**src/hdl/cbg_pkg.sv**
```systemverilog
/*
 * shared constants and carrier types for the chopper blanking and
 * overcurrent guard. assumes a 10 MHz system clock and a one-cycle
 * chopper cycle tick from the oscillator.
 */
// ----------------------------------------------------------------------
// Overview of operation
// blank length from two select pins: 0.6, 0.9, 1.2, 1.5 us.
// chopper comparators masked by blank pulse after every switching event.
// low-side sense above threshold after blank ends cycle, bridge off.
// each low-side overcurrent bumps that bridge's error counter by one.
// counter reaching 3 holds bridge off 63 cycles and sets error flag.
// more than 63 clean cycles clear the error counter.
// one error counter per low-side bridge, one for high side.
// overcurrent ignored while that bridge's blank pulse runs.
// high-side short seen any time outside the ORed blank pulses.
// high-side short turns off both bridges for rest of cycle.
// flags cleared by disable/re-enable or zero current command.
// host isolates high-side fault by driving one bridge at a time.
// overtemperature turns all bridges off and raises its flag.
// bridges resume by themselves once overtemperature clears.
// disable input high shuts down the whole driver stage.
// standalone mode takes coil polarity straight from polarity pins.
// host keeps mixed-decay-off inputs high during voltage pwm.
// host sets analog limit 20% to 30% above peak pwm current.
// host adds offset 1 to sine amplitudes in serial mixed decay.
// host watches pre-warning flag and lowers current.
// blank counted in clock cycles, lock-out and clearing in pwm cycles.
// ----------------------------------------------------------------------
package cbg_pkg;

	// ------------------------------------------------------------------
	// timing
	// ------------------------------------------------------------------
	localparam int CLK_PERIOD_NS = 100;
	localparam int BLANK_00_NS   = 600;
	localparam int BLANK_01_NS   = 900;
	localparam int BLANK_10_NS   = 1200;
	localparam int BLANK_11_NS   = 1500;
	localparam logic [3:0] BLANK_00_CYC = 4'((BLANK_00_NS + CLK_PERIOD_NS - 1) / CLK_PERIOD_NS);
	localparam logic [3:0] BLANK_01_CYC = 4'((BLANK_01_NS + CLK_PERIOD_NS - 1) / CLK_PERIOD_NS);
	localparam logic [3:0] BLANK_10_CYC = 4'((BLANK_10_NS + CLK_PERIOD_NS - 1) / CLK_PERIOD_NS);
	localparam logic [3:0] BLANK_11_CYC = 4'((BLANK_11_NS + CLK_PERIOD_NS - 1) / CLK_PERIOD_NS);
	localparam logic [5:0] LOCK_PWM_CYC = 6'h3f;
	localparam logic [1:0] ERR_LIMIT    = 2'h3;
	localparam logic [6:0] CLEAN_LIMIT  = 7'h40;

	// ------------------------------------------------------------------
	// register map
	// ------------------------------------------------------------------
	localparam logic [7:0] CTRL_OFS   = 8'h00;
	localparam logic [7:0] STATUS_OFS = 8'h04;
	localparam logic [7:0] ERRCNT_OFS = 8'h08;
	localparam int CTRL_STANDALONE_BIT = 0;
	localparam logic CTRL_RESET = 1'h0;

	// ------------------------------------------------------------------
	// carriers
	// ------------------------------------------------------------------
	typedef struct packed {
		logic on;
		logic dir;
		logic blank;
		logic chop_end;
	} cbg_drive_s;

	typedef struct packed {
		logic [2:0] err_flag;
		logic       overtemp;
		logic [2:0] lock_active;
	} cbg_status_s;

endpackage

```
**src/hdl/cbg_guard.sv**
```systemverilog
/*
 * chopper blanking, overcurrent and short guard for two bridges.
 * assumes synchronous comparator and pin inputs and a one-cycle
 * osc_tick_in at the start of every chopper pwm cycle.
 */
`timescale 1ns/1ns
module cbg_guard (
	// clock and reset
	input  wire logic                clk_in,
	input  wire logic                rst_in,
	// configuration pins
	input  wire logic                blank_select_low_bit_in,
	input  wire logic                blank_select_high_bit_in,
	input  wire logic                driver_disable_input_in,
	input  wire logic                coil_a_polarity_in,
	input  wire logic                coil_b_polarity_in,
	input  wire logic                coil_a_mixed_decay_off_in,
	input  wire logic                coil_b_mixed_decay_off_in,
	// serial command side
	input  wire logic                serial_dir_a_in,
	input  wire logic                serial_dir_b_in,
	input  wire logic                cmd_valid_in,
	input  wire logic                cmd_both_zero_in,
	// analog comparators and oscillator
	input  wire logic                osc_tick_in,
	input  wire logic                chop_cmp_a_in,
	input  wire logic                chop_cmp_b_in,
	input  wire logic                coil_a_sense_input_in,
	input  wire logic                coil_b_sense_input_in,
	input  wire logic                high_side_sense_node_in,
	input  wire logic                overtemp_in,
	// register port
	input  wire logic [7:0]          reg_addr_in,
	input  wire logic [31:0]         reg_wdata_in,
	input  wire logic                reg_wr_in,
	input  wire logic                reg_rd_in,
	output logic      [31:0]         reg_rdata_out,
	// bridge drive
	output cbg_pkg::cbg_drive_s      drive_a_out,
	output cbg_pkg::cbg_drive_s      drive_b_out,
	output logic                     mixed_decay_a_out,
	output logic                     mixed_decay_b_out,
	output cbg_pkg::cbg_status_s     status_out
);

	// ------------------------------------------------------------------
	// registers and shared state
	// ------------------------------------------------------------------
	logic        standalone;
	logic        next_standalone;
	logic [31:0] rdata;
	logic [31:0] next_rdata;
	logic        overtemp;
	logic [1:0]  dir;
	logic [1:0]  next_dir;
	logic [3:0]  blank_cnt [2];
	logic [1:0]  err_cnt   [3];
	logic [6:0]  clean_cnt [3];
	logic [5:0]  lock_cnt  [3];
	logic [2:0]  err_flag;
	logic [2:0]  rest_off;
	logic [1:0]  chop_term;
	logic [3:0]  blank_len;
	logic [1:0]  blank;
	logic [1:0]  on;
	logic [1:0]  sw_evt;
	logic [2:0]  oc_evt;
	logic [1:0]  sense;
	logic [1:0]  chop_cmp;
	logic [1:0]  chop_evt;
	logic        flag_clr;

	// ------------------------------------------------------------------
	// blank length select and common terms
	// ------------------------------------------------------------------
	always_comb begin
		case ({blank_select_high_bit_in, blank_select_low_bit_in})
			2'h0:    blank_len = cbg_pkg::BLANK_00_CYC;
			2'h1:    blank_len = cbg_pkg::BLANK_01_CYC;
			2'h2:    blank_len = cbg_pkg::BLANK_10_CYC;
			default: blank_len = cbg_pkg::BLANK_11_CYC;
		endcase
	end

	assign sense    = {coil_b_sense_input_in, coil_a_sense_input_in};
	assign chop_cmp = {chop_cmp_b_in, chop_cmp_a_in};
	assign flag_clr = driver_disable_input_in | (cmd_valid_in & cmd_both_zero_in);

	always_comb begin
		next_dir = {serial_dir_b_in, serial_dir_a_in};
		if (standalone) begin
			next_dir = {coil_b_polarity_in, coil_a_polarity_in};
		end
	end

	// ------------------------------------------------------------------
	// per-bridge blanking and drive
	// ------------------------------------------------------------------
	for (genvar b = 0; b < 2; b++) begin : g_bridge
		logic [3:0] next_blank;
		logic       next_chop;

		assign sw_evt[b]   = osc_tick_in | (next_dir[b] != dir[b]);
		assign blank[b]    = blank_cnt[b] != 4'h0;
		assign chop_evt[b] = chop_cmp[b] & ~blank[b] & on[b];
		assign oc_evt[b]   = sense[b] & ~blank[b] & on[b] & ~rest_off[b];
		assign on[b] = ~driver_disable_input_in & ~overtemp
			& ~rest_off[b] & ~rest_off[2] & ~chop_term[b]
			& (lock_cnt[b] == 6'h0) & (lock_cnt[2] == 6'h0);

		always_comb begin
			next_blank = blank_cnt[b];
			next_chop  = chop_term[b];
			if (sw_evt[b]) begin
				next_blank = blank_len;
			end else if (blank[b]) begin
				next_blank = blank_cnt[b] - 4'h1;
			end
			if (osc_tick_in) begin
				next_chop = 1'b0;
			end
			if (chop_evt[b]) begin
				next_chop = 1'b1;
			end
		end

		always_ff @(posedge clk_in) begin
			if (rst_in) begin
				blank_cnt[b] <= 4'h0;
				chop_term[b] <= 1'b0;
			end else begin
				blank_cnt[b] <= next_blank;
				chop_term[b] <= next_chop;
			end
		end

		blank_len_a: assert property (@(posedge clk_in) disable iff (rst_in)
			(sw_evt[b] && blank_len == cbg_pkg::BLANK_00_CYC) |=> blank[b][*6])
			else $error("blank pulse shorter than selected");
		chop_mask_a: assert property (@(posedge clk_in) disable iff (rst_in)
			(blank[b] && !sw_evt[b] && !osc_tick_in) |=> $stable(chop_term[b]))
			else $error("chopper cycle ended during blank");
		oc_off_a: assert property (@(posedge clk_in) disable iff (rst_in)
			(oc_evt[b] && !osc_tick_in) |=> (!on[b] && rest_off[b]))
			else $error("bridge still on after overcurrent");
		hs_both_off_a: assert property (@(posedge clk_in) disable iff (rst_in)
			(oc_evt[2] && !osc_tick_in) |=> !on[b])
			else $error("bridge on after high side short");
		temp_off_a: assert property (@(posedge clk_in) disable iff (rst_in)
			($past(overtemp_in) && !$past(rst_in)) |-> !on[b])
			else $error("bridge on during overtemperature");
		disable_off_a: assert property (@(posedge clk_in) disable iff (rst_in)
			driver_disable_input_in |-> !on[b])
			else $error("bridge on while driver disabled");
		rest_hold_a: assert property (@(posedge clk_in) disable iff (rst_in)
			(rest_off[b] && !osc_tick_in) |=> (rest_off[b] && !on[b]))
			else $error("bridge back on before cycle end");
		oc_blank_a: assert property (@(posedge clk_in) disable iff (rst_in)
			(blank[b] && !osc_tick_in) |=> err_cnt[b] == $past(err_cnt[b]))
			else $error("overcurrent counted during blank");
		lock_off_a: assert property (@(posedge clk_in) disable iff (rst_in)
			(lock_cnt[b] != 6'h0 || lock_cnt[2] != 6'h0) |-> !on[b])
			else $error("bridge on during lock-out");
		temp_resume_a: assert property (@(posedge clk_in) disable iff (rst_in)
			(!overtemp && $past(overtemp) && !driver_disable_input_in && !rest_off[b]
			&& !rest_off[2] && !chop_term[b] && lock_cnt[b] == 6'h0 && lock_cnt[2] == 6'h0)
			|-> on[b])
			else $error("bridge did not resume after cool-down");
	end

	// ------------------------------------------------------------------
	// error paths: bridge a, bridge b, high side
	// ------------------------------------------------------------------
	assign oc_evt[2] = high_side_sense_node_in & ~(blank[0] | blank[1])
		& (on[0] | on[1]) & ~rest_off[2];

	hs_blank_a: assert property (@(posedge clk_in) disable iff (rst_in)
		((blank[0] || blank[1]) && !osc_tick_in) |=> err_cnt[2] == $past(err_cnt[2]))
		else $error("high side short counted during blank");

	for (genvar p = 0; p < 3; p++) begin : g_path
		logic [1:0] next_err;
		logic [6:0] next_clean;
		logic [5:0] next_lock;
		logic       next_flag;
		logic       next_rest;

		always_comb begin
			next_err   = err_cnt[p];
			next_clean = clean_cnt[p];
			next_lock  = lock_cnt[p];
			next_flag  = err_flag[p];
			next_rest  = rest_off[p];
			if (osc_tick_in) begin
				next_rest = 1'b0;
				if (lock_cnt[p] != 6'h0) begin
					next_lock = lock_cnt[p] - 6'h1;
				end
				if (clean_cnt[p] != cbg_pkg::CLEAN_LIMIT) begin
					next_clean = clean_cnt[p] + 7'h1;
				end
				if (next_clean == cbg_pkg::CLEAN_LIMIT) begin
					next_err = 2'h0;
				end
			end
			if (flag_clr) begin
				next_flag = 1'b0;
			end
			if (oc_evt[p]) begin
				next_rest  = 1'b1;
				next_clean = 7'h0;
				if (err_cnt[p] == cbg_pkg::ERR_LIMIT - 2'h1) begin
					next_err  = 2'h0;
					next_lock = cbg_pkg::LOCK_PWM_CYC;
					next_flag = 1'b1;
				end else begin
					next_err = err_cnt[p] + 2'h1;
				end
			end
		end

		always_ff @(posedge clk_in) begin
			if (rst_in) begin
				err_cnt[p]   <= 2'h0;
				clean_cnt[p] <= 7'h0;
				lock_cnt[p]  <= 6'h0;
				err_flag[p]  <= 1'b0;
				rest_off[p]  <= 1'b0;
			end else begin
				err_cnt[p]   <= next_err;
				clean_cnt[p] <= next_clean;
				lock_cnt[p]  <= next_lock;
				err_flag[p]  <= next_flag;
				rest_off[p]  <= next_rest;
			end
		end

		err_step_a: assert property (@(posedge clk_in) disable iff (rst_in)
			(oc_evt[p] && err_cnt[p] < 2'h2 && !osc_tick_in) |=>
			err_cnt[p] == $past(err_cnt[p]) + 2'h1)
			else $error("error counter did not step by one");
		lock_set_a: assert property (@(posedge clk_in) disable iff (rst_in)
			(oc_evt[p] && err_cnt[p] == 2'h2) |=>
			(err_flag[p] && lock_cnt[p] == 6'h3f))
			else $error("third error did not lock bridge");
		clean_clr_a: assert property (@(posedge clk_in) disable iff (rst_in)
			(clean_cnt[p] == 7'h40) |-> (err_cnt[p] == 2'h0 || $past(oc_evt[p])))
			else $error("error count kept after clean period");
		flag_clear_a: assert property (@(posedge clk_in) disable iff (rst_in)
			(flag_clr && !oc_evt[p]) |=> !err_flag[p])
			else $error("flag not cleared");
		lock_tick_a: assert property (@(posedge clk_in) disable iff (rst_in)
			(!osc_tick_in && !oc_evt[p]) |=> lock_cnt[p] == $past(lock_cnt[p]))
			else $error("lock-out counted outside pwm ticks");
	end

	// ------------------------------------------------------------------
	// register port and shared flops
	// ------------------------------------------------------------------
	always_comb begin
		next_standalone = standalone;
		next_rdata      = 32'h0;
		if (reg_wr_in && reg_addr_in == cbg_pkg::CTRL_OFS) begin
			next_standalone = reg_wdata_in[cbg_pkg::CTRL_STANDALONE_BIT];
		end
		if (reg_rd_in) begin
			case (reg_addr_in)
				cbg_pkg::CTRL_OFS:   next_rdata = {31'h0, standalone};
				cbg_pkg::STATUS_OFS: next_rdata = {25'h0, status_out};
				cbg_pkg::ERRCNT_OFS: next_rdata = {26'h0, err_cnt[2], err_cnt[1], err_cnt[0]};
				default:             next_rdata = 32'h0;
			endcase
		end
	end

	always_ff @(posedge clk_in) begin
		if (rst_in) begin
			standalone <= cbg_pkg::CTRL_RESET;
			rdata      <= 32'h0;
			overtemp   <= 1'b0;
			dir        <= 2'h0;
		end else begin
			standalone <= next_standalone;
			rdata      <= next_rdata;
			overtemp   <= overtemp_in;
			dir        <= next_dir;
		end
	end

	standalone_dir_a: assert property (@(posedge clk_in) disable iff (rst_in)
		standalone |=> dir == {$past(coil_b_polarity_in), $past(coil_a_polarity_in)})
		else $error("standalone polarity not followed");

	// ------------------------------------------------------------------
	// outputs
	// ------------------------------------------------------------------
	assign reg_rdata_out     = rdata;
	assign drive_a_out       = '{on: on[0], dir: dir[0], blank: blank[0], chop_end: chop_term[0]};
	assign drive_b_out       = '{on: on[1], dir: dir[1], blank: blank[1], chop_end: chop_term[1]};
	assign mixed_decay_a_out = ~coil_a_mixed_decay_off_in;
	assign mixed_decay_b_out = ~coil_b_mixed_decay_off_in;
	assign status_out        = '{err_flag: err_flag, overtemp: overtemp,
		lock_active: {lock_cnt[2] != 6'h0, lock_cnt[1] != 6'h0, lock_cnt[0] != 6'h0}};

endmodule

```
**config.mk**
```make
export PLATFORM = sky130hd
export DESIGN_NAME = cbg_guard
export DESIGN_NICKNAME = d
export VERILOG_FILES = /design/src/hdl/cbg_pkg.sv /design/src/hdl/cbg_guard.sv
export SDC_FILE = /design/constraint.sdc
export NUM_CORES = 1
export LEC_CHECK = 0
export ABC_AREA = 1
export BUFFER_PORTS_ARGS = -buffer_cell sky130_fd_sc_hd__buf_2
export CAP_MARGIN = 15
export CORE_ASPECT_RATIO = 1.1
export CORE_UTILIZATION = 30
export DETAILED_ROUTE_END_ITERATION = 8
export GPL_TIMING_DRIVEN = 1
export REMOVE_ABC_BUFFERS = 1
export SYNTH_ARGS = -nofsm -noshare
export SYNTH_HDL_FRONTEND = slang
export SYNTH_SLANG_ARGS = --single-unit
```
**constraint.sdc**
```tcl
create_clock -name clk_in -period 2 [get_ports clk_in]
set_input_delay 0.1 -clock clk_in [delete_from_list [all_inputs] [get_ports clk_in]]
set_output_delay 0.1 -clock clk_in [all_outputs]
set_load 0.05 [all_outputs]
```
==> results of run 1 <==
## sequential cells by signal (all words and copies together) (netlist names), 2 cells and up
signal,cells
clean_cnt,21
reg_rdata_out,7
rest_off,3
lock_cnt,18
status_out,3
dir,2
blank_cnt,8
err_cnt,6
## synthesized netlist by cell type
library cell    n  share of area [%]
a211oi_1        3               0.53
a21oi_1        50                5.9
a21oi_2         9                1.9
a31oi_1         4               0.59
buf_1           2               0.18
buf_2           8               0.94
buf_4          26                4.6
clkbuf_1        4               0.35
clkinv_1        1              0.088
clkinv_2        1               0.12
conb_1          1              0.088
dfxtp_1        72                 34
ha_1           17                5.0
inv_1          83                7.3
inv_2           5               0.44
inv_4           1               0.15
nand2_1       138                 12
nand2_2         5               0.73
nand2_4         2               0.53
nand3_1        46                5.4
nand3_2         6                1.4
nand3_4         2               0.82
nand3b_1        1               0.18
nand4_1        13                1.9
nand4_4         1               0.50
nor2_1         62                5.5
nor2_2          1               0.15
nor2_4          3               0.79
nor3_1          6               0.71
nor3_2          1               0.24
o21ai_0        17                2.0
o21ba_1         1               0.24
o21bai_1        1               0.18
o221ai_1        1               0.21
o31ai_1         1               0.18
or2_1           3               0.44
or2_2           2               0.29
xnor2_1         3               0.62
xor2_1         14                2.9
## logic make-up after synthesis
| group | Yosys count |
|---|---|
| adders and majority gates | 17 |
| buffers and inverters | 131 |
| other | 1 |
| DFF | 72 |
| AOI/OAI and AO/OA | 87 |
| xor gates and xnor gates | 17 |
| and+or+nand+nor | 292 |
## critical path: stages, from the launching register on
cell and delay [ps]:
dfxtp_1 310, inv_1 80, ha_1 170, nand3_1 170, nor2_4 210, nand3_4 110
inv_4 110, buf_2 270
## per-layer routing
| layer | vias up | wire length [µm] |
|---|---|---|
| met4 | 0 | 149 |
| met3 | 12 | 289 |
| met1 | 1664 | 4431 |
| li1 | 2034 | - |
| met2 | 74 | 4312 |
| met5 | - | 0 |
## where the power goes
group          internal (mW)  leakage, nW  switching, mW
Clock                  0.976        0.139          0.658
Sequential              1.63        0.588          0.104
Combinational          0.659         1.60           1.58
Total                   3.27         2.33           2.34
## stage by stage
step / utilization (%) / std cells / setup slack [ps] / hold WS (ps) / power, mW
floorplan: - / 601 / 185.4 / 162.4 / 3.552
global placement: 33.60 / 851 / 415.4 / 320.1 / 3.991
detailed placement: 33.60 / 851 / 400.4 / 325.6 / 4.002
CTS: 35.87 / 868 / 105.2 / 16.55 / 5.656
global route: 35.87 / 868 / 3.055 / 33.00 / 6.003
finish: 35.87 / 868 / 131.2 / 20.00 / 5.609
## path summary, 6_finish.rpt
path	depth (start not counted)	endpoint	slack [ps]
setup reg to reg	10	err_cnt[2][1]	390
setup / recovery	7	drive_b_out[3]	130
hold / removal	3	standalone	20
hold reg to reg	2	reg_rdata_out[6]	460
## area by class of cell
| cell class | instances | area share (%) |
|---|---|---|
| Multi-Input combinational cell | 438 | 46.34 |
| Clock inverter | 7 | 1.587 |
| Timing Repair Buffer | 63 | 6.850 |
| Clock buffer | 9 | 4.533 |
| Inverter | 91 | 6.950 |
| Tap cell | 188 | 4.734 |
| Sequential cell | 72 | 29.01 |
==> impl_table.tex, run 1 <==
\begin{tabular}{lr}
\hline
Metric & Value \\
\hline
\multicolumn{2}{l}{\textbf{Floorplan}} \\
Die Area & 14670 µm² \\
Initial cell density of the core & 30.73\% \\
Die Width & 115.6 µm \\
Y dimension of the die & 126.9 µm \\
Total I/O pin count & 111 \\
Count of standard-cell rows & 45 \\
Core Box Area & 13850 µm² \\
\multicolumn{2}{l}{\textbf{STA}} \\
Max Transition Viols Final & 0 \\
RSZ-0062 raised after global routing & no \\
Final clock period utilization by the worst path & 93.44\% \\
Highest attainable clock frequency & 535.1 MHz \\
Final-report setup violation count & 0 \\
Setup TNS Final & 0 ps \\
Final period demand of the worst path & 1869 ps \\
Number of hold violations in the final report & 0 \\
Final worst clock skew & 7.963 ps \\
\multicolumn{2}{l}{\textbf{Layout}} \\
Final Instance Area & 4969 µm² \\
Nets & 754 \\
Ant. Diodes & 0 \\
Leading cell type in the layout, fill and taps excluded & nand2\_1 \\
Fraction of final layout cells sized beyond drive strength 1 & 17.21\% \\
Sequential Area & 1441 µm² \\
Commonest cells after routing, fill and taps aside & 138 x nand2\_1, 83 x inv\_1, 72 x dfxtp\_1 \\
Count of fill cells added during filler insertion & 1503 \\
Synthesis-to-finish area growth & 16.73\% \\
Area of the multi-input gates & 2302 µm² \\
\multicolumn{2}{l}{\textbf{Placed design}} \\
Placed cell areas & 4654 µm² \\
DP HPWL & 6953 µm \\
Input/output buffers & 54 \\
Final weighted congestion in routability-driven placement & 0.7713 \\
\multicolumn{2}{l}{\textbf{Yosys}} \\
Adder and majority gate portion of the synthesized area & 4.997\% \\
Synthesized-area fraction occupied by ao, oa, aoi and oai cells & 11.64\% \\
Yosys cell types & 39 \\
Register bit total from synthesis & 72 \\
Portion of the post-synthesis area used by sequential elements & 33.86\% \\
Share of the synthesized netlist area taken by xor and xnor gates & 3.498\% \\
Main combinational cell family by area after synthesis & simple AND/OR/NAND/NOR gates \\
Proportion of synthesized area in mux cells & 0\% \\
Post-synthesis share of cell area spent on and, or, nand and nor gates & 31.75\% \\
Total of warnings raised by yosys & 0 \\
Number of instances in the synthesized netlist & 617 \\
Post-Syn Area & 4257 µm² \\
Post-Syn Area per Cell & 6.899 µm² \\
\multicolumn{2}{l}{\textbf{Worst setup path}} \\
Crit path kind & reg -> out \\
CP startpoint & lock\_cnt[1][0] \\
Category of the worst setup path launch point & register \\
Source of the worst register-to-register timing path & clean\_cnt[2][0] \\
Maximum net fanout on the critical path & 4 \\
Critical path endpoint category & output pin \\
Required time worst endpoint & 1900 ps \\
Arr. time, crit path & 1770 ps \\
\multicolumn{2}{l}{\textbf{Detailed routing}} \\
Total number of vias & 3784 \\
Routed WL & 9182 µm \\
Vias per Instance & 4.359 \\
WL per Instance & 10.58 µm \\
DRC violations left & 0 \\
Number of DRC violations after detailed-routing iteration 0 & 166 \\
First-pass detailed-route iteration total & 4 \\
Remaining number of nets flagged by the antenna check after routing & 0 \\
\multicolumn{2}{l}{\textbf{Global route}} \\
Number of global-route vias before repair & 3452 \\
Maximum number of pins on one net before global-route repair & 39 \\
Overall Global Routing Usage & 13.47\% \\
Most utilized layer in the global route result & met2 \\
Overflow left after global routing & 0 \\
Global-route track usage on met3 & 2.293\% \\
Met2 track demand over resource & 22.86\% \\
Initial antenna violation count & 0 \\
Met1 track utilization from global routing & 16.49\% \\
First-pass GRT wire length & 15590 µm \\
\multicolumn{2}{l}{\textbf{CTS}} \\
Clk slew on worst S/H paths & 60 ps \\
Later-pin clock latency in the skew report & 340 ps \\
Number of buffers on the longest clock path & 2 \\
Root buffer cell & clkbuf\_16 \\
CTS buffer count & 9 \\
Clock sinks & 72 \\
Hold bufs inserted after CTS & 1 \\
Post-cts repair resize count & 0 \\
TritonCTS clock tree & yes \\
Number of setup buffers added after CTS & 0 \\
H-tree levels & 3 \\
\multicolumn{2}{l}{\textbf{Outcome}} \\
Result of the run & complete, no violations \\
\multicolumn{2}{l}{\textbf{Pwr}} \\
PwrDens & 1129 nW/µm² \\
Lkg Pwr & 2.326 nW \\
VDD IR max & 393.7 µV \\
\multicolumn{2}{l}{\textbf{Hold path}} \\
Hold/Removal Path Class & in -> reg \\
Hold Path Origin & reg\_wdata\_in[0] \\
\multicolumn{2}{l}{\textbf{Job}} \\
Maximum Capacitance Violations & 0 \\
\hline
\end{tabular}
No activity file was read; power rests on OpenSTA's default activity.
==> inputs of run 2 (changes only) <==
--- a/config.mk
+++ b/config.mk
@@ -9,9 +9,10 @@
 export BUFFER_PORTS_ARGS = -buffer_cell sky130_fd_sc_hd__buf_2
 export CAP_MARGIN = 15
 export CORE_ASPECT_RATIO = 1.1
-export CORE_UTILIZATION = 30
+export CORE_UTILIZATION = 50
 export DETAILED_ROUTE_END_ITERATION = 8
 export GPL_TIMING_DRIVEN = 1
+export PLACE_DENSITY = 0.78
 export REMOVE_ABC_BUFFERS = 1
 export SYNTH_ARGS = -nofsm -noshare
 export SYNTH_HDL_FRONTEND = slang
==> constraint.sdc (replaced) <==
create_clock -name clk_in -period 2 [get_ports clk_in]
set_input_delay 0.2 -clock clk_in [delete_from_list [all_inputs] [get_ports clk_in]]
set_output_delay 0.2 -clock clk_in [all_outputs]
set_load 0.05 [all_outputs]
==> run 2 against run 1 <==
  * Register-to-register slack got worse by 40 ps
  * Sequential share of layout area rose by 1.4 points
  * Worst setup slack got worse by 20 ps
  * Sequential power barely moved
  * Clock skew rose by 1.7 ps
  * Clock power fell by 32%
  * Global-route usage rose by 8.1 points
  * Largest cell class unchanged
  * Worst hold slack improved by 46 ps
==> impl_table.tex, run 2 (synthesized netlist as in run 1, its figures left out) <==
\begin{tabular}{lr}
\hline
Metric & Value \\
\hline
\multicolumn{2}{l}{\textbf{Global route}} \\
Met2 track demand over resource & 38.76\% \\
Met1 track utilization from global routing & 24.96\% \\
Global-route track usage on met3 & 4.475\% \\
Overall Global Routing Usage & 21.57\% \\
First-pass GRT wire length & 15880 µm \\
Overflow left after global routing & 0 \\
Maximum number of pins on one net before global-route repair & 39 \\
Most utilized layer in the global route result & met2 \\
Number of global-route vias before repair & 3749 \\
Initial antenna violation count & 0 \\
\multicolumn{2}{l}{\textbf{Layout}} \\
Final Instance Area & 4743 µm² \\
Max FFs per register & 21 \\
Ant. Diodes & 0 \\
Final design utilization & 58.68\% \\
Register with the highest flop count & clean\_cnt \\
Sequential Area & 1441 µm² \\
Area of the multi-input gates & 2307 µm² \\
Largest registers & clean\_cnt (21), lock\_cnt (18), blank\_cnt (8) \\
Commonest cells after routing, fill and taps aside & 138 x nand2\_1, 83 x inv\_1, 72 x dfxtp\_1 \\
Count of fill cells added during filler insertion & 786 \\
Leading cell type in the layout, fill and taps excluded & nand2\_1 \\
Fraction of final layout cells sized beyond drive strength 1 & 16.99\% \\
Nets & 752 \\
Synthesis-to-finish area growth & 11.43\% \\
\multicolumn{2}{l}{\textbf{CTS}} \\
Later-pin clock latency in the skew report & 340 ps \\
Number of buffers on the longest clock path & 2 \\
CTS buffer count & 9 \\
Root buffer cell & clkbuf\_8 \\
TritonCTS clock tree & yes \\
Hold bufs inserted after CTS & 0 \\
Clock sinks & 72 \\
Clk slew on worst S/H paths & 70 ps \\
H-tree levels & 3 \\
\multicolumn{2}{l}{\textbf{Floorplan}} \\
Die Area & 8886 µm² \\
Y dimension of the die & 98.77 µm \\
Initial cell density of the core & 52.66\% \\
Count of standard-cell rows & 34 \\
Die Width & 89.97 µm \\
Total I/O pin count & 111 \\
Core Box Area & 8083 µm² \\
\multicolumn{2}{l}{\textbf{Worst setup path}} \\
Arr. time, crit path & 1690 ps \\
Category of the worst setup path launch point & register \\
Critical path endpoint category & output pin \\
Maximum net fanout on the critical path & 5 \\
Crit path kind & reg -> out \\
Required time worst endpoint & 1800 ps \\
\multicolumn{2}{l}{\textbf{STA}} \\
Number of hold violations in the final report & 0 \\
RSZ-0062 raised after global routing & no \\
Highest attainable clock frequency & 529.3 MHz \\
Final worst clock skew & 9.625 ps \\
Setup TNS Final & 0 ps \\
Final clock period utilization by the worst path & 94.46\% \\
Max Transition Viols Final & 0 \\
Final period demand of the worst path & 1889 ps \\
Final-report setup violation count & 0 \\
\multicolumn{2}{l}{\textbf{Job}} \\
Maximum Capacitance Violations & 0 \\
\multicolumn{2}{l}{\textbf{Pwr}} \\
PwrDens & 1089 nW/µm² \\
Power after layout & 5.165 mW \\
VDD IR max & 1066 µV \\
Lkg Pwr & 2.280 nW \\
\multicolumn{2}{l}{\textbf{Detailed routing}} \\
Remaining number of nets flagged by the antenna check after routing & 0 \\
Routed WL & 9201 µm \\
First-pass detailed-route iteration total & 5 \\
Total number of vias & 3960 \\
WL per Instance & 11.72 µm \\
DRC violations left & 0 \\
Number of DRC violations after detailed-routing iteration 0 & 162 \\
Vias per Instance & 5.045 \\
\multicolumn{2}{l}{\textbf{Hold path}} \\
Hold/Removal Path Class & in -> reg \\
\multicolumn{2}{l}{\textbf{Placed design}} \\
Input/output buffers & 54 \\
DP HPWL & 6920 µm \\
Final weighted congestion in routability-driven placement & 0.8667 \\
Placed cell areas & 4539 µm² \\
\multicolumn{2}{l}{\textbf{Outcome}} \\
Result of the run & complete, no violations \\
\hline
\end{tabular}
==> run 2: changes by cell type in the layout (fill, tap and decap cells not counted) <==
cell | previous run | this run
clkbuf_8 | 0 | 10
clkbuf_16 | 9 | 0
clkinv_2 | 1 | 4
clkinvlp_4 | 3 | 0
buf_2 | 54 | 52
inv_6 | 2 | 0
clkbuf_1 | 0 | 1
clkbuf_4 | 0 | 1
clkinv_4 | 1 | 0
dlygate4sd3_1 | 1 | 0
nand3_1 | 46 | 45
nand3_2 | 6 | 7
==> run 2: final cells by class <==
type	count	share of cell area, %
Clock buffer	11	2.981
Timing Repair Buffer	61	6.911
Clock inverter	4	0.9496
Sequential cell	72	30.39
Tap cell	108	2.849
Multi-Input combinational cell	438	48.64
Inverter	91	7.280
==> run 2: final timing paths <==
kind                                startpoint             end  slack (ps)  cells past startpoint
worst max-delay path            lock_cnt[0][0]  drive_a_out[3]         110                      7
worst min-delay path               overtemp_in        overtemp          70                      3
worst max register to register  lock_cnt[0][0]  lock_cnt[0][3]         350                     10
worst min register to register     rest_off[1]     rest_off[1]         470                      2
==> run 2: worst max-delay path, stage by stage, from the launching register on <==
cell	delay (ps)
dfxtp_1	310
inv_1	100
ha_1	200
nand2_1	100
nor2_4	190
nand3_2	120
inv_2	90
clkbuf_4	230
==> run 2: layer usage <==
metal,wire length (µm),up-vias,share of wire (%)
met5,0,-,0
met4,212,0,2.3
met3,439,19,4.8
met2,4567,113,50
met1,3982,1809,43
li1,-,2019,-
==> run 2: metrics by stage <==
step                hold slack [ps]  std cells  worst slack (ps)
detailed placement            408.1        769             360.6
global placement              404.7        769             415.9
floorplan                     262.4        601             185.4
finish                        66.00        785             110.8
global route                  65.33        785             11.33
CTS                           57.22        784             30.84
==> run 2: where the power goes <==
part           switching, mW  leakage, nW  internal, mW
sequential             0.107        0.588          1.63
combinational           1.61         1.59         0.705
clock                  0.513       0.0989         0.598
total                   2.23         2.28          2.93
==> run 2: repair_timing <==
| item | 4_1_cts | 5_1_grt |
|---|---|---|
| buffers inserted | 0 | 1 |
| endpoints found under the hold margin | 0 | 0 |
| setup endpoints to repair | 0 | 2 |
| resized for setup | 0 | 4 |
